`src/pkg/csp_params.svh`:
```
`ifndef CSP_PARAMS_SVH
`define CSP_PARAMS_SVH

// Register port
`define CSP_ADDR_W          6
`define CSP_DATA_W          4
`define CSP_OFF_PINFN       6'h04
`define CSP_OFF_MODE_A      6'h05
`define CSP_OFF_SR_LO       6'h06
`define CSP_OFF_SR_HI       6'h07
`define CSP_OFF_MISC        6'h0c
`define CSP_OFF_IDLE_CTL    6'h28
`define CSP_OFF_START       6'h2b
`define CSP_OFF_IRQ_STAT    6'h30
`define CSP_OFF_IRQ_MASK    6'h31
`define CSP_OFF_STATUS      6'h32

// Field positions
`define CSP_PINFN_OUT_BIT   0
`define CSP_PINFN_IN_BIT    1
`define CSP_MISC_PULL_BIT   3
`define CSP_IDLE_LEVEL_BIT  1
`define CSP_START_BIT       0
`define CSP_IRQ_XFER_BIT    0
`define CSP_IRQ_TICK_BIT    1

// Reset values and codes
`define CSP_PINFN_RST       2'h0
`define CSP_MISC_RST        3'h0
`define CSP_MODE_RST        4'h0
`define CSP_CLK_SRC_EXT     3'h7
`define CSP_TSEL_LONG       2'h1
`define CSP_BIT_LAST        3'h7

// Timing
`define CSP_CLK_NS          50
`define CSP_TRC_SHORT_NS    122070
`define CSP_TRC_LONG_NS     244140
`define CSP_INT_HALF_CYC    4

`endif

```
`src/pkg/csp_pkg.sv`:
```
package csp_pkg;

	typedef enum logic [1:0] {
		CSP_STS_WAIT,
		CSP_CLK_WAIT,
		CSP_XFER
	} csp_state_t;

	typedef struct packed {
		logic       sck_pin_sel;
		logic [2:0] clk_src;
	} csp_mode_t;

	typedef struct packed {
		logic input_pin_function_bit;
		logic output_pin_function_bit;
	} csp_pinfn_t;

	typedef struct packed {
		logic       pull_transistor_enable;
		logic       timing_select_high;
		logic       timing_select_low;
	} csp_misc_t;

endpackage

```
`src/hw/csp_sync.sv`:
```
`timescale 1ns/100ps
// Two-stage synchroniser; also used to release the reset
module csp_sync #(
	parameter int           W       = 1,
	parameter logic [W-1:0] RST_VAL = '0
) (
	input  wire logic         clk_in,
	input  wire logic         rst_n_in,
	input  wire logic [W-1:0] d_in,
	output logic      [W-1:0] q_out
);

	logic [W-1:0] meta_q;

	always_ff @(posedge clk_in or negedge rst_n_in) begin
		if (!rst_n_in) begin
			meta_q <= RST_VAL;
			q_out  <= RST_VAL;
		end else begin
			meta_q <= d_in;
			q_out  <= meta_q;
		end
	end

endmodule

```
`src/hw/csp_top.sv`:
```
`timescale 1ns/100ps
`include "csp_params.svh"
module csp_top
	import csp_pkg::*;
#(
	parameter int TRC_LONG_CYC = `CSP_TRC_LONG_NS / `CSP_CLK_NS,
	parameter int INT_HALF_CYC = `CSP_INT_HALF_CYC
) (
	// Clock and reset
	input  wire logic                   SYS_CLK_IN,
	input  wire logic                   ARST_N_IN,
	// Register port
	input  wire logic [`CSP_ADDR_W-1:0] REG_ADDR_IN,
	input  wire logic [`CSP_DATA_W-1:0] REG_WDATA_IN,
	input  wire logic                   REG_WR_IN,
	input  wire logic                   REG_RD_IN,
	output logic      [`CSP_DATA_W-1:0] REG_RDATA_OUT,
	// Power state
	input  wire logic                   STOP_MODE_IN,
	// Serial link pins
	input  wire logic                   TRANSFER_CLOCK_PIN_IN,
	output logic                        TRANSFER_CLOCK_PIN_OUT,
	output logic                        TRANSFER_CLOCK_PIN_OE_OUT,
	input  wire logic                   SERIAL_IN_PIN_IN,
	output logic                        SERIAL_OUT_PIN_OUT,
	output logic                        PULL_TRANSISTOR_ENABLE_OUT,
	// General port sharing
	input  wire logic                   SHARED_OUTPUT_PORT_DATA_IN,
	output logic                        SHARED_INPUT_PORT_DATA_OUT,
	// Events
	output logic                        TIMING_TICK_OUT,
	output logic                        IRQ_OUT
);

	localparam int TRC_SHORT_CYC = `CSP_TRC_SHORT_NS / `CSP_CLK_NS;
	localparam int TW            = $clog2(TRC_LONG_CYC + TRC_SHORT_CYC + 1);
	localparam int HW            = $clog2(INT_HALF_CYC + 1);

	logic             rst_n;
	logic             clk_pin_s;
	logic             si_s;
	csp_state_t       state_q;
	csp_mode_t        mode_q;
	csp_pinfn_t       pinfn_q;
	csp_misc_t        misc_q;
	logic             idle_q;
	logic [2:0]       cnt_q;
	logic [7:0]       sr_q;
	logic             so_bit_q;
	logic             run_q;
	logic [HW-1:0]    hc_q;
	logic             clk_int_q;
	logic             tclk;
	logic             tclk_prev_q;
	logic             tclk_fall;
	logic             tclk_rise;
	logic             ext_mode;
	logic [TW-1:0]    tcnt_q;
	logic [TW-1:0]    per_last;
	logic             tick_q;
	logic [1:0]       stat_q;
	logic [1:0]       mask_q;
	logic [1:0]       stat_set;
	logic             wr_pinfn;
	logic             wr_mode;
	logic             wr_misc;
	logic             wr_idle;
	logic             wr_start;
	logic             wr_sr_lo;
	logic             wr_sr_hi;
	logic             wrap;
	logic             si_eff;

	// Reset release and pin synchronisers
	csp_sync #(
		.W       (1),
		.RST_VAL (1'b0)
	) u_rst_sync (
		.clk_in   (SYS_CLK_IN),
		.rst_n_in (ARST_N_IN),
		.d_in     (1'b1),
		.q_out    (rst_n)
	);

	csp_sync #(
		.W       (2),
		.RST_VAL (2'h3)
	) u_pin_sync (
		.clk_in   (SYS_CLK_IN),
		.rst_n_in (rst_n),
		.d_in     ({TRANSFER_CLOCK_PIN_IN, SERIAL_IN_PIN_IN}),
		.q_out    ({clk_pin_s, si_s})
	);

	// Write decode
	assign wr_pinfn = REG_WR_IN && (REG_ADDR_IN == `CSP_OFF_PINFN);
	assign wr_mode  = REG_WR_IN && (REG_ADDR_IN == `CSP_OFF_MODE_A);
	assign wr_misc  = REG_WR_IN && (REG_ADDR_IN == `CSP_OFF_MISC);
	assign wr_idle  = REG_WR_IN && (REG_ADDR_IN == `CSP_OFF_IDLE_CTL);
	assign wr_start = REG_WR_IN && (REG_ADDR_IN == `CSP_OFF_START) && REG_WDATA_IN[`CSP_START_BIT];
	assign wr_sr_lo = REG_WR_IN && (REG_ADDR_IN == `CSP_OFF_SR_LO);
	assign wr_sr_hi = REG_WR_IN && (REG_ADDR_IN == `CSP_OFF_SR_HI);

	// Control registers, cleared by stop mode as well as reset
	always_ff @(posedge SYS_CLK_IN or negedge rst_n) begin
		if (!rst_n) begin
			pinfn_q <= `CSP_PINFN_RST;
			misc_q  <= `CSP_MISC_RST;
			mode_q  <= `CSP_MODE_RST;
		end else if (STOP_MODE_IN) begin
			pinfn_q <= `CSP_PINFN_RST;
			misc_q  <= `CSP_MISC_RST;
			mode_q  <= `CSP_MODE_RST;
		end else begin
			if (wr_pinfn) begin
				pinfn_q <= REG_WDATA_IN[1:0];
			end
			if (wr_misc) begin
				misc_q <= {REG_WDATA_IN[`CSP_MISC_PULL_BIT], REG_WDATA_IN[1:0]};
			end
			if (wr_mode) begin
				mode_q <= REG_WDATA_IN;
			end
		end
	end

	// Idle level has no documented reset; defined low here. Locked during transfer.
	always_ff @(posedge SYS_CLK_IN or negedge rst_n) begin
		if (!rst_n) begin
			idle_q <= 1'b0;
		end else if (wr_idle && state_q != CSP_XFER) begin
			idle_q <= REG_WDATA_IN[`CSP_IDLE_LEVEL_BIT];
		end
	end

	// Transfer clock source and edge detect
	assign ext_mode  = (mode_q.clk_src == `CSP_CLK_SRC_EXT);
	assign tclk      = ext_mode ? (clk_pin_s | ~mode_q.sck_pin_sel) : clk_int_q;
	assign tclk_fall = tclk_prev_q & ~tclk;
	assign tclk_rise = ~tclk_prev_q & tclk;
	assign wrap      = (state_q == CSP_XFER) && tclk_rise && (cnt_q == `CSP_BIT_LAST);

	always_ff @(posedge SYS_CLK_IN or negedge rst_n) begin
		if (!rst_n) begin
			tclk_prev_q <= 1'b1;
		end else begin
			tclk_prev_q <= tclk;
		end
	end

	// Internal clock runs only from a start until the byte wraps
	always_ff @(posedge SYS_CLK_IN or negedge rst_n) begin
		if (!rst_n) begin
			run_q     <= 1'b0;
			hc_q      <= '0;
			clk_int_q <= 1'b1;
		end else if (STOP_MODE_IN || wr_mode || wrap) begin
			run_q     <= 1'b0;
			hc_q      <= '0;
			clk_int_q <= 1'b1;
		end else begin
			if (wr_start && !ext_mode) begin
				run_q <= 1'b1;
			end
			if (run_q) begin
				if (hc_q == HW'(INT_HALF_CYC - 1)) begin
					hc_q      <= '0;
					clk_int_q <= ~clk_int_q;
				end else begin
					hc_q <= hc_q + 1'b1;
				end
			end
		end
	end

	// Transfer state machine
	always_ff @(posedge SYS_CLK_IN or negedge rst_n) begin
		if (!rst_n) begin
			state_q <= CSP_STS_WAIT;
		end else if (STOP_MODE_IN || wr_mode) begin
			state_q <= CSP_STS_WAIT;
		end else begin
			unique case (state_q)
				CSP_STS_WAIT: begin
					if (wr_start) begin
						state_q <= CSP_CLK_WAIT;
					end
				end
				CSP_CLK_WAIT: begin
					if (tclk_fall) begin
						state_q <= CSP_XFER;
					end
				end
				CSP_XFER: begin
					if (wrap) begin
						state_q <= CSP_CLK_WAIT;
					end
				end
			endcase
		end
	end

	// Octal bit counter
	always_ff @(posedge SYS_CLK_IN or negedge rst_n) begin
		if (!rst_n) begin
			cnt_q <= '0;
		end else if (STOP_MODE_IN || wr_mode) begin
			cnt_q <= '0;
		end else if (state_q == CSP_XFER && tclk_rise) begin
			cnt_q <= cnt_q + 1'b1;
		end
	end

	// Shift register; shifting beats a software write in the same cycle
	assign si_eff = pinfn_q.input_pin_function_bit & si_s;
	always_ff @(posedge SYS_CLK_IN or negedge rst_n) begin
		if (!rst_n) begin
			sr_q <= '0;
		end else if (state_q == CSP_XFER && tclk_rise) begin
			sr_q <= {si_eff, sr_q[7:1]};
		end else begin
			if (wr_sr_lo) begin
				sr_q[3:0] <= REG_WDATA_IN;
			end
			if (wr_sr_hi) begin
				sr_q[7:4] <= REG_WDATA_IN;
			end
		end
	end

	always_ff @(posedge SYS_CLK_IN or negedge rst_n) begin
		if (!rst_n) begin
			so_bit_q <= 1'b0;
		end else if (tclk_fall && state_q != CSP_STS_WAIT) begin
			so_bit_q <= sr_q[0];
		end
	end

	// Pin outputs
	always_ff @(posedge SYS_CLK_IN or negedge rst_n) begin
		if (!rst_n) begin
			SERIAL_OUT_PIN_OUT         <= 1'b0;
			SHARED_INPUT_PORT_DATA_OUT <= 1'b1;
			TRANSFER_CLOCK_PIN_OUT     <= 1'b1;
			TRANSFER_CLOCK_PIN_OE_OUT  <= 1'b0;
		end else begin
			if (!pinfn_q.output_pin_function_bit) begin
				SERIAL_OUT_PIN_OUT <= SHARED_OUTPUT_PORT_DATA_IN;
			end else if (state_q == CSP_XFER) begin
				SERIAL_OUT_PIN_OUT <= so_bit_q;
			end else begin
				SERIAL_OUT_PIN_OUT <= idle_q;
			end
			SHARED_INPUT_PORT_DATA_OUT <= si_s;
			TRANSFER_CLOCK_PIN_OUT     <= clk_int_q;
			TRANSFER_CLOCK_PIN_OE_OUT  <= mode_q.sck_pin_sel && !ext_mode;
		end
	end

	assign PULL_TRANSISTOR_ENABLE_OUT = misc_q.pull_transistor_enable;

	// Timing period generator; long code selects the long period in every mode, all other codes the short one
	assign per_last = ({misc_q.timing_select_high, misc_q.timing_select_low} == `CSP_TSEL_LONG) ?
		TW'(TRC_LONG_CYC - 1) : TW'(TRC_SHORT_CYC - 1);
	always_ff @(posedge SYS_CLK_IN or negedge rst_n) begin
		if (!rst_n) begin
			tcnt_q <= '0;
			tick_q <= 1'b0;
		end else if (tcnt_q >= per_last) begin
			tcnt_q <= '0;
			tick_q <= 1'b1;
		end else begin
			tcnt_q <= tcnt_q + 1'b1;
			tick_q <= 1'b0;
		end
	end
	assign TIMING_TICK_OUT = tick_q;

	// Interrupt status, write one to clear; a set in the same cycle wins
	always_comb begin
		stat_set                    = '0;
		stat_set[`CSP_IRQ_XFER_BIT] = wrap || (wr_mode && state_q == CSP_XFER);
		stat_set[`CSP_IRQ_TICK_BIT] = tick_q;
	end

	always_ff @(posedge SYS_CLK_IN or negedge rst_n) begin
		if (!rst_n) begin
			stat_q <= '0;
			mask_q <= '0;
		end else begin
			if (REG_WR_IN && REG_ADDR_IN == `CSP_OFF_IRQ_STAT) begin
				stat_q <= (stat_q & ~REG_WDATA_IN[1:0]) | stat_set;
			end else begin
				stat_q <= stat_q | stat_set;
			end
			if (REG_WR_IN && REG_ADDR_IN == `CSP_OFF_IRQ_MASK) begin
				mask_q <= REG_WDATA_IN[1:0];
			end
		end
	end

	assign IRQ_OUT = |(stat_q & mask_q);

	// Read port; write-only and unmapped addresses read zero
	always_ff @(posedge SYS_CLK_IN or negedge rst_n) begin
		if (!rst_n) begin
			REG_RDATA_OUT <= '0;
		end else if (REG_RD_IN) begin
			case (REG_ADDR_IN)
				`CSP_OFF_SR_LO:    REG_RDATA_OUT <= sr_q[3:0];
				`CSP_OFF_SR_HI:    REG_RDATA_OUT <= sr_q[7:4];
				`CSP_OFF_IRQ_STAT: REG_RDATA_OUT <= {2'h0, stat_q};
				`CSP_OFF_IRQ_MASK: REG_RDATA_OUT <= {2'h0, mask_q};
				`CSP_OFF_STATUS:   REG_RDATA_OUT <= {1'b0, state_q == CSP_XFER,
					state_q == CSP_CLK_WAIT, state_q == CSP_STS_WAIT};
				default:           REG_RDATA_OUT <= '0;
			endcase
		end else begin
			REG_RDATA_OUT <= '0;
		end
	end
endmodule

```
`config.mk`:
```
export PLATFORM = sky130hd
export DESIGN_NAME = csp_top
export DESIGN_NICKNAME = d
export VERILOG_FILES = /design/src/pkg/csp_pkg.sv /design/src/hw/csp_sync.sv /design/src/hw/csp_top.sv
export VERILOG_INCLUDE_DIRS = /design/src /design/src/pkg
export SDC_FILE = /design/constraint.sdc
export NUM_CORES = 1
export LEC_CHECK = 0
export BUFFER_PORTS_ARGS = -buffer_cell sky130_fd_sc_hd__buf_4
export CAP_MARGIN = 10
export CORE_UTILIZATION = 40
export DETAILED_ROUTE_END_ITERATION = 16
export PLACE_DENSITY_LB_ADDON = 0.3
export SYNTH_ARGS = -nofsm -noshare
export SYNTH_HDL_FRONTEND = slang
export SYNTH_HIERARCHICAL = 1
export SYNTH_SLANG_ARGS = --single-unit
```
`constraint.sdc`:
```
create_clock -name SYS_CLK_IN -period 2.8 [get_ports SYS_CLK_IN]
set_input_delay 0 -clock SYS_CLK_IN [delete_from_list [all_inputs] [get_ports SYS_CLK_IN]]
set_output_delay 0 -clock SYS_CLK_IN [all_outputs]
set_load 0.005 [all_outputs]
```
==> impl_results.md, run 1 <==
- Status: finished, final reports clean
- Start point of the worst hold path: REG_ADDR_IN[3]
- Initial Utilization: ~41%
- Syn Inst Count: between 200 and 300
- Row cnt: 31
- Crit Path Max Fanout: 14
- Clock sinks: 62
- RSZ-0062 raised after global routing: false
- Area taken by multi-input logic gates: 1360 um^2
- Reg-to-Reg Start: misc_q[1]
- Total GRT Usage: 17.4%
- Slew Viols, Final: 0
- Layout net count: 346
- Post-CTS Setup Bufs: 0
- Post-synth top flop: dfrtp_1
- Setup CP Type: reg2reg
- Chip height: around 89 um
- Resized cells post-CTS: 0
- Post-synth EDFFs: 0
- Min Tclk post-route: approximately 2400 ps
- Placement Setup Slack: roughly 400 ps
- Pwr Density: between 600 and 700 nW/um^2
- DRT Pass-1 Iters: 4
- CTS Root Cell: clkbuf_8
- Dpl hpwl: just over 4 mm
- Grt total ovfl: 0
- CTS tree: yes
- FF+latch count, synth: 62
- Via count: around 2,200
- Drt wl/cell: approximately 15 um
- Largest net degree at the start of global routing: 61
- Vias in the first global route: 2,078
- Fmax: 413 MHz
- Worst-skew pair later-pin latency: 340 ps
- YS warnings: 6
- Final Instance Area: approximately 3700 um^2
- Critical path required time: just over 3000 ps
- H-tree depth: 3
- Post-synthesis cell area: approximately 3000 um^2
- Sequential element share of the synthesized area: a little over half
- ANT nets after route: 0
- Mapped Avg Cell Area: around 11 um^2
- Synth Net Count: about 300
- Layout cells sized above 1: between 20% and 30%
- Gpl congestion: 0.798
- Top post-synthesis cells by count: dfrtp_1 (54), nand2_1 (23), nor2_1 (20)
- Post-synth ARST share: between 90% and 100%
- Setup violations, final: 0
- Top cell type's share of synthesized area: a little under half
- WL final: between 6 and 7 mm
- Crit path DAT: between 2000 and 3000 ps
- Initial DRC count: about 120
- Clock Skews: roughly 6.6 ps
- Endpoints failing hold: 0
- DP Area: 3320 um^2
- Cts bufs inserted: 9
- Layout Utilization: just over 50%
- Ports: 29
- Die Width: 88.6 um
- Slew headroom: about a third
- Global-route wire length before repair: roughly 10 mm
- Die Area: roughly 7800 um^2
- Worst-margin pin slew: 975 ps
- Crit. Startpoint: misc_q[1]
- Max VDD drop: ~0.36 mV
- Port Buffer Count: 28
- Startpoint types: register
- Netlist cell types: 53
- DRC viols: 0
- Crit path capture type: register
- Max Root-Sink Buffers: 2
- Core footprint: approximately 7300 um^2
- Layout area overhead: 21.7%
- Most common cell in the synthesized netlist: dfrtp_1
- Reg clk slew, reported paths: 70 ps
- Largest cells by area after synthesis: dfrtp_1 (45%), dfstp_2 (7.0%), mux2i_1 (6.3%)
- Hold Crit Class: in2reg
- Worst Setup Slack, final: between 300 and 400 ps
- Overall Power: between 0.002 and 0.0025 W
- Fillers: 670
- Area leader, netlist: dfrtp_1
- TNS Setup: 0 ps
- Leakage: around 1.6 nW
- ANT cells: 0
- Initial antenna violation count: 0
- Final worst-path cycle share: slightly below 90%
- Register area: 1560 um^2
- Max Cap Viol: 0
- Vias per cell: 5.15
[repair_timing]
action                                  CTS  global route
hold buffers                             13             0
endpoints found under the hold margin    20             0
endpoints found under the setup margin    0             0
[layout by cell type, fill, tap and decap left out, types with 8 or more instances in the layout]
| cell | n |
|---|---|
| a21oi_1 | 9 |
| buf_4 | 29 |
| clkbuf_8 | 11 |
| dfrtp_1 | 53 |
| dfstp_2 | 8 |
| dlygate4sd3_1 | 13 |
| inv_1 | 9 |
| mux2i_1 | 19 |
| nand2_1 | 23 |
| nand2b_1 | 8 |
| nand3_1 | 13 |
| nor2_1 | 20 |
| nor3_1 | 16 |
| o21ai_0 | 10 |
| xnor2_1 | 11 |
[cell families (layout without fill, tap and decap cells)]
| kind of cell | count (synthesis) | after routing | share of synthesized area [%] |
|---|---|---|---|
| adder cells (fa/ha/maj) | 8 | 8 | 3.25 |
| buffers and inverters | 18 | 68 | 2.50 |
| flip-flops | 62 | 62 | 52.1 |
| XOR/XNOR | 13 | 13 | 3.80 |
| multiplexers | 26 | 26 | 8.97 |
| other | 1 | 1 | 0.125 |
| AO/OA/AOI/OAI | 42 | 42 | 9.97 |
| AND/OR/NAND/NOR | 106 | 106 | 19.3 |
[metrics by stage]
step                      hold WS [ps]  cells
after floorplan                   -296    276
after global placement            -218    396
after detailed placement          -214    396
after CTS                         9.21    425
after global routing              12.2    425
final                             20.8    425
[final timing paths]
check / to / slack (ps) / cells past startpoint
worst min-delay path: pinfn_q[1] / 20 / 4
max in group asynchronous: u_rst_sync/q_out / 2140 / 3
worst max register to register: TIMING_TICK_OUT / 380 / 6
min in group asynchronous: TRANSFER_CLOCK_PIN_OE_OUT / 260 / 1
worst min register to register: TRANSFER_CLOCK_PIN_OE_OUT / 260 / 1
worst max-delay path: TIMING_TICK_OUT / 380 / 6
[power breakdown]
part,total (W),switching [W],internal (W)
registers,0.00108,0.0000957,0.000986
logic,0.000316,0.000154,0.000161
clock network,0.000802,0.000347,0.000456
total,0.00220,0.000597,0.00160
[sequential cells by signal (all words and copies together) (netlist names), 3 cells and up]
register       cells
tcnt_q            13
sr_q               8
REG_RDATA_OUT      4
mode_q             4
cnt_q              3
hc_q               3
[critical path: stages, from the launching register on]
cell	delay (ps)
dfrtp_1	390
nand2b_1	240
ha_1	330
a2111oi_1	530
a21oi_1	130
o21a_1	350
or2_2	340
[per-layer routing]
layer  vias to the layer above  share of wire (%)  global-route usage (%)
met5                         -                  0                       0
met4                         0                1.9                    7.18
met3                        10                3.5                    4.38
met2                        52                 45                    25.9
met1                      1056                 49                    24.1
li1                       1070                  -                       -
[layout make-up]
cell class,count,share of cell area [%]
flip-flops and latches,62,42.8
multi-input cells,196,37.3
repair buffers,43,10.1
clock buffers,12,4.25
well taps,99,3.39
clock inverters,4,1.23
inverters,9,0.925
No activity file was read; power rests on OpenSTA's default activity.
==> inputs of run 2 (changes only) <==
--- a/config.mk
+++ b/config.mk
@@ -8,6 +8,7 @@
 export LEC_CHECK = 0
 export BUFFER_PORTS_ARGS = -buffer_cell sky130_fd_sc_hd__buf_4
 export CAP_MARGIN = 10
+export CORE_MARGIN = 2
 export CORE_UTILIZATION = 40
 export DETAILED_ROUTE_END_ITERATION = 16
 export PLACE_DENSITY_LB_ADDON = 0.3
==> run 2 against run 1 <==
Final cell count unchanged. Design area shrank 0.21%. Via count down 0.55%. Critical path depth unchanged. Global-route usage fell by 1.2 points. Flip-flop and latch count did not move. Wire length decreased by 2.5%.
==> impl_results.md, run 2 (synthesized netlist as in run 1, its figures left out) <==
- TNS Setup: 0 ps
- Vias in the first global route: between 2,000 and 2,500
- Slew Viols, Final: 0
- Initial antenna violation count: 0
- DP Area: 3320 um^2
- Hold Path End: pinfn_q[1]
- Final worst-path cycle share: between 80% and 90%
- Resized cells post-CTS: 0
- Post-CTS Setup Bufs: 0
- Min Tclk post-route: between 2000 and 2500 ps
- Slowest-stage cell, CP: a2111oi_1
- Leakage: around 1.6 nW
- Reg-to-Reg Start: misc_q[1]
- Hold Path Depth: 4
- Global-route wire length before repair: ~11 mm
- Flop2flop setup slack: approximately 450 ps
- Max FFs per register: 13
- Layout Utilization: between 50% and 60%
- Via count: ~2,200
- Worst reg-to-reg path cell count: 6
- ANT nets after route: 0
- Status: finished, final reports clean
- Critical path required time: 3020 ps
- GRT met1 Usage: between 20% and 30%
- WL final: 6.02 mm
- Fmax: between 400 and 500 MHz
- Initial Utilization: roughly two fifths
- Row cnt: 31
- CTS Root Cell: clkbuf_8
- Commonest non-fill, non-tap cell in the layout: dfrtp_1
- Final Instance Area: 3640 um^2
- CP cell instances: nand2b_1 > ha_1 > a2111oi_1 > a21oi_1 > o21a_1 > or2_2
- ANT cells: 0
- Pwr Density: 594 nW/um^2
- RSZ-0062 raised after global routing: false
- Max Cap Viol: 0
- Grt peak-use layer: met2
- Worst reg2reg path endpoint: TIMING_TICK_OUT
- Layout area overhead: 21.5%
- Buf/Inv on CP: 0
- Max VDD drop: about 0.36 mV
- Setup CP Type: reg2reg
- DRT Pass-1 Iters: 4
- Slew headroom: between 40% and 50%
- Hold Crit Class: in2reg
- CTS tree: yes
- Die Area: roughly 8000 um^2
- H-tree depth: 3
- Crit path capture type: register
- Initial DRC count: between 100 and 150
- Hold-fix buffers, CTS: 13
- Grt total ovfl: 0
- Chip height: 90.6 um
- Max Root-Sink Buffers: 2
- Reg clk slew, reported paths: roughly 70 ps
- Layout cells sized above 1: 20.6%
- Most flops, register: tcnt_q
- Die Width: around 90 um
- M3 GR Usage: under 10%
- Layout net count: roughly 350
- Startpoint types: register
- Global routing met2 resource utilization: 25.2%
- Ports: 29
- Setup violations, final: 0
- CP top delay family: compound AO/OA/AOI/OAI gates
- Core footprint: 7250 um^2
- Most frequent cells in the layout: dfrtp_1 (53), buf_4 (29), nand2_1 (23)
- Placed Cells incl. Taps: approximately 400
- Gpl congestion: approximately 0.81
- Endpoints failing hold: 0
- Total GRT Usage: 16.2%
- Crit path DAT: between 2000 and 3000 ps
- Crit Path Max Fanout: 14
- Clock Skews: 9.44 ps
- Port Buffer Count: 28
- Dpl hpwl: between 4 and 5 mm
- DRC viols: 0
- Worst-skew pair later-pin latency: roughly 340 ps
- Vias per cell: 5.12
- Worst-margin pin slew: 878 ps
- Biggest regs: tcnt_q: 13 flops, sr_q: 8 flops
- Cts bufs inserted: 9
- Start point of the worst hold path: REG_ADDR_IN[4]
- Drt wl/cell: 14.2 um
- Largest net degree at the start of global routing: 34
- CP peak stage delay: about 500 ps
- Non-filler cells, final: around 430
- Clock sinks: a little over 60
==> run 2: how the worst max path moves through the flow <==
stage	cells after the start	endpoint	startpoint	slack, ps
after floorplan	7	tcnt_q[10]	misc_q[1]	770
after global placement	6	TIMING_TICK_OUT	misc_q[1]	510
after detailed placement	6	TIMING_TICK_OUT	misc_q[1]	440
after CTS	6	TIMING_TICK_OUT	misc_q[1]	430
after global routing	6	TIMING_TICK_OUT	misc_q[1]	240
final	6	TIMING_TICK_OUT	misc_q[1]	450
==> run 2: metal layers <==
layer / vias to the layer above / routed length, um
met2: 36 / 2840
met1: 1054 / 2840
met3: 15 / 177
met5: - / 0
li1: 1071 / -
met4: 0 / 161
==> run 2: cell type report <==
class                           instances  area, um^2
Inverter                                9        33.8
Clock inverter                          4        47.5
Tap cell                               99         124
Clock buffer                           12         145
Fill cell                             673        3610
Timing Repair Buffer                   43         368
Multi-Input combinational cell        196        1360
Sequential cell                        62        1560
==> run 2: tightest hold or removal path, stage by stage <==
cell,delay (ps)
buf_4,110
nor4b_4,70
nand3_1,80
a21oi_1,60
==> run 2: metrics by stage <==
| step | power (W) | setup WS, ps | hold slack, ps |
|---|---|---|---|
| final | 0.00216 | 446 | 22.2 |
| after global placement | 0.00139 | 507 | -217 |
| after global routing | 0.00229 | 236 | 43.1 |
| after detailed placement | 0.00140 | 445 | -215 |
| after floorplan | 0.00129 | 770 | -296 |
| after CTS | 0.00219 | 425 | 7.88 |
==> run 2: power by group <==
part	total, W	switching [W]	internal [W]
clock network	0.000772	0.000339	0.000433
registers	0.00108	0.0000976	0.000986
logic	0.000307	0.000146	0.000161
total	0.00216	0.000583	0.00158
==> inputs of run 3 (changes only) <==
--- a/config.mk
+++ b/config.mk
@@ -6,6 +6,7 @@
 export SDC_FILE = /design/constraint.sdc
 export NUM_CORES = 1
 export LEC_CHECK = 0
+export ABC_AREA = 1
 export BUFFER_PORTS_ARGS = -buffer_cell sky130_fd_sc_hd__buf_4
 export CAP_MARGIN = 10
 export CORE_MARGIN = 2
==> constraint.sdc (replaced) <==
create_clock -name SYS_CLK_IN -period 1.9 [get_ports SYS_CLK_IN]
set_input_delay 0 -clock SYS_CLK_IN [delete_from_list [all_inputs] [get_ports SYS_CLK_IN]]
set_output_delay 0 -clock SYS_CLK_IN [all_outputs]
set_load 0.005 [all_outputs]
==> run 3 against run 2 <==
Largest power group unchanged. Register-to-register slack lost 220 ps. Worst hold slack lost 2.2 ps. Sequential power increased by 51%. Design area increased by 4.0%. First-iteration DRC count grew 13%. Die area up 5.4%. Sequential share of layout area decreased by 1.6 points. Flip-flop and latch count unchanged. Critical path type unchanged. Highest routed layer unchanged. Maximum frequency grew 40%. Worst setup slack worse by 220 ps.
==> impl_results.md, run 3 <==
- Status: finished, final reports clean
- WL final: roughly 6.3 mm
- Post-synth top flop: dfrtp_1
- Endpoints failing hold: 0
- Critical path required time: ~2100 ps
- Row cnt: 32
- Max Root-Sink Buffers: 2
- ANT cells: 0
- Final worst-path cycle share: around 90%
- Min Tclk post-route: 1680 ps
- RSZ-0062 raised after global routing: false
- Most frequent cells in the layout: nand2_1 (104), dfrtp_1 (53), nor2_1 (36)
- Die Area: approximately 8600 um^2
- TNS Setup: 0 ps
- Hold Crit Class: in2reg
- Worst Setup Slack, final: ~220 ps
- Layout net count: roughly 450
- Leakage: ~1.8 nW
- Fmax: ~600 MHz
- Largest net degree at the start of global routing: just over 40
- Synth Net Count: approximately 400
- Crit path capture type: register
- Initial DRC count: 150
- Slew Viols, Final: 0
- Largest cells by area after synthesis: dfrtp_1 (43%), nand2_1 (12%), dfstp_2 (6.6%)
- Worst-skew pair later-pin latency: about 340 ps
- H-tree depth: 3
- Total GRT Usage: between 10% and 20%
- CP peak stage delay: 420 ps
- Setup CP Type: reg2reg
- Netlist cell types: 37
- Sequential element share of the synthesized area: between 40% and 50%
- Chip height: between 90 and 100 um
- Max VDD drop: between 0.3 and 0.4 mV
- Dpl hpwl: 4.72 mm
- Initial Utilization: 41.2%
- CTS tree: yes
- Post-synth ARST share: 100%
- Cts bufs inserted: 9
- Crit Path Max Fanout: 14
- Post-synth EDFFs: 0
- ANT nets after route: 0
- Biggest regs: tcnt_q: 13 flops, sr_q: 8 flops
- CP top delay family: simple AND/OR/NAND/NOR gates
- Global-route wire length before repair: about 11 mm
- Gpl congestion: 0.855
- Max FFs per register: 13
- Non-filler cells, final: ~530
- Pwr Density: 802 nW/um^2
- Vias in the first global route: approximately 2,400
- Post-CTS Setup Bufs: 0
- DRT Pass-1 Iters: 4
- Post-synthesis cell area: 3170 um^2
- Startpoint types: register
- FF+latch count, synth: 62
- Syn Inst Count: 372
- Most common cell in the synthesized netlist: nand2_1
- Fillers: roughly 750
- Vias per cell: 4.74
- Initial antenna violation count: 0
- CTS Root Cell: clkbuf_8
- Register area: 1560 um^2
- Area leader, netlist: dfrtp_1
- CP cell instances: inv_2 > nand2_2 > ha_1 > nand3_2 > nor2_2 > nand3_1 > nand3_2 > buf_4 > nor2_1
- Most flops, register: tcnt_q
- Top cell type's share of synthesized area: roughly 43%
- Placement Setup Slack: slightly above 200 ps
- Commonest non-fill, non-tap cell in the layout: nand2_1
- Die Width: approximately 93 um
- Max Cap Viol: 0
- Mapped Avg Cell Area: roughly 8.5 um^2
- Clock Skews: ~15 ps
- DRC viols: 0
- Drt wl/cell: 11.8 um
- Cell mode on critical path: nand3_2
- Reg clk slew, reported paths: roughly 80 ps
- Core footprint: between 7000 and 8000 um^2
- Crit path DAT: 1900 ps
- Via count: between 2,000 and 3,000
- Port Buffer Count: 28
- Layout area overhead: 19.6%
- Placed Cells incl. Taps: between 500 and 600
- YS warnings: 6
- Grt total ovfl: 0
- Area taken by multi-input logic gates: about 1400 um^2
- Resized cells post-CTS: 0
- Slowest-stage cell, CP: dfrtp_1
- Buf/Inv on CP: 2
- Ports: 29
- Clock sinks: slightly above 60
- Layout cells sized above 1: between 20% and 30%
- Top post-synthesis cells by count: nand2_1 (104), dfrtp_1 (54), nor2_1 (36)
- Setup violations, final: 0
==> run 3: cell count changes in the layout (fill, tap and decap cells not counted), moves of 8 or more <==
cell      delta
inv_1       +26
inv_2        +8
mux2i_1     -18
nand2_1     +81
nand2b_1     -8
nand3_1     +15
nor2_1      +16
nor2_2      +14
nor3_1      -15
xnor2_1      -9
==> run 3: stage by stage <==
step	cell area (um^2)	hold WS, ps	util [%]	power, W
after CTS	3790	0.652	49.3	0.00309
after global placement	3500	-217	45.5	0.00205
after global routing	3790	27.7	49.3	0.00323
final	3790	20.0	49.3	0.00304
after floorplan	3170	-296	-	0.00190
after detailed placement	3500	-216	45.5	0.00206
==> run 3: logic make-up (layout without fill, tap and decap cells) <==
group	after synthesis	count (layout)	synth area share, %
XOR/XNOR	11	11	3.04
AO/OA/AOI/OAI	37	37	7.74
AND/OR/NAND/NOR	206	206	30.4
adder cells (fa/ha/maj)	7	7	2.76
buffers and inverters	47	102	6.36
multiplexers	1	1	0.316
flip-flops	62	62	49.3
other	1	1	0.118
==> run 3: tightest hold or removal path: stages <==
cell and delay [ps]:
buf_4 100, inv_2 30, nand2_1 100, o31ai_1 90
==> run 3: per-layer routing <==
layer  track usage, %  share of wire, %  vias up
met2             26.0                48       42
met5                0                 0        -
met1             20.1                46     1161
li1                 -                 -     1289
met4             7.48               2.1        0
met3             3.95               4.2       14
==> run 3: final cells by class <==
| class | count | share of cell area [%] |
|---|---|---|
| Multi-Input combinational cell | 263 | 37.1 |
| Inverter | 44 | 4.43 |
| Sequential cell | 62 | 41.2 |
| Clock buffer | 11 | 3.47 |
| Timing Repair Buffer | 42 | 9.45 |
| Tap cell | 102 | 3.37 |
| Clock inverter | 5 | 0.958 |
==> run 3: final timing paths <==
| check | start | end | slack, ps | cells after the start |
|---|---|---|---|---|
| worst max-delay path | misc_q[1] | tcnt_q[12] | 220 | 9 |
| worst min-delay path | REG_ADDR_IN[1] | mask_q[0] | 20 | 4 |
| worst max register to register | misc_q[1] | tcnt_q[12] | 220 | 9 |
| worst min register to register | u_rst_sync/q_out | sr_q[2] | 230 | 0 |
| max in group asynchronous | u_rst_sync/q_out | u_pin_sync/meta_q[1] | 1010 | 1 |
| min in group asynchronous | u_rst_sync/q_out | sr_q[2] | 230 | 0 |
==> run 3: timing repair <==
item	4_1_cts	5_1_grt
hold endpoints to repair	23	0
endpoints found under the setup margin	0	0
hold buffers	12	0
==> run 3: where the power goes <==
group | internal [W] | switching (W) | total [W] | leakage (nW)
Clock | 0.000473 | 0.000515 | 0.000988 | 0.0755
Combinational | 0.000192 | 0.000231 | 0.000423 | 0.999
Sequential | 0.00149 | 0.000139 | 0.00163 | 0.762
Total | 0.00216 | 0.000885 | 0.00304 | 1.84
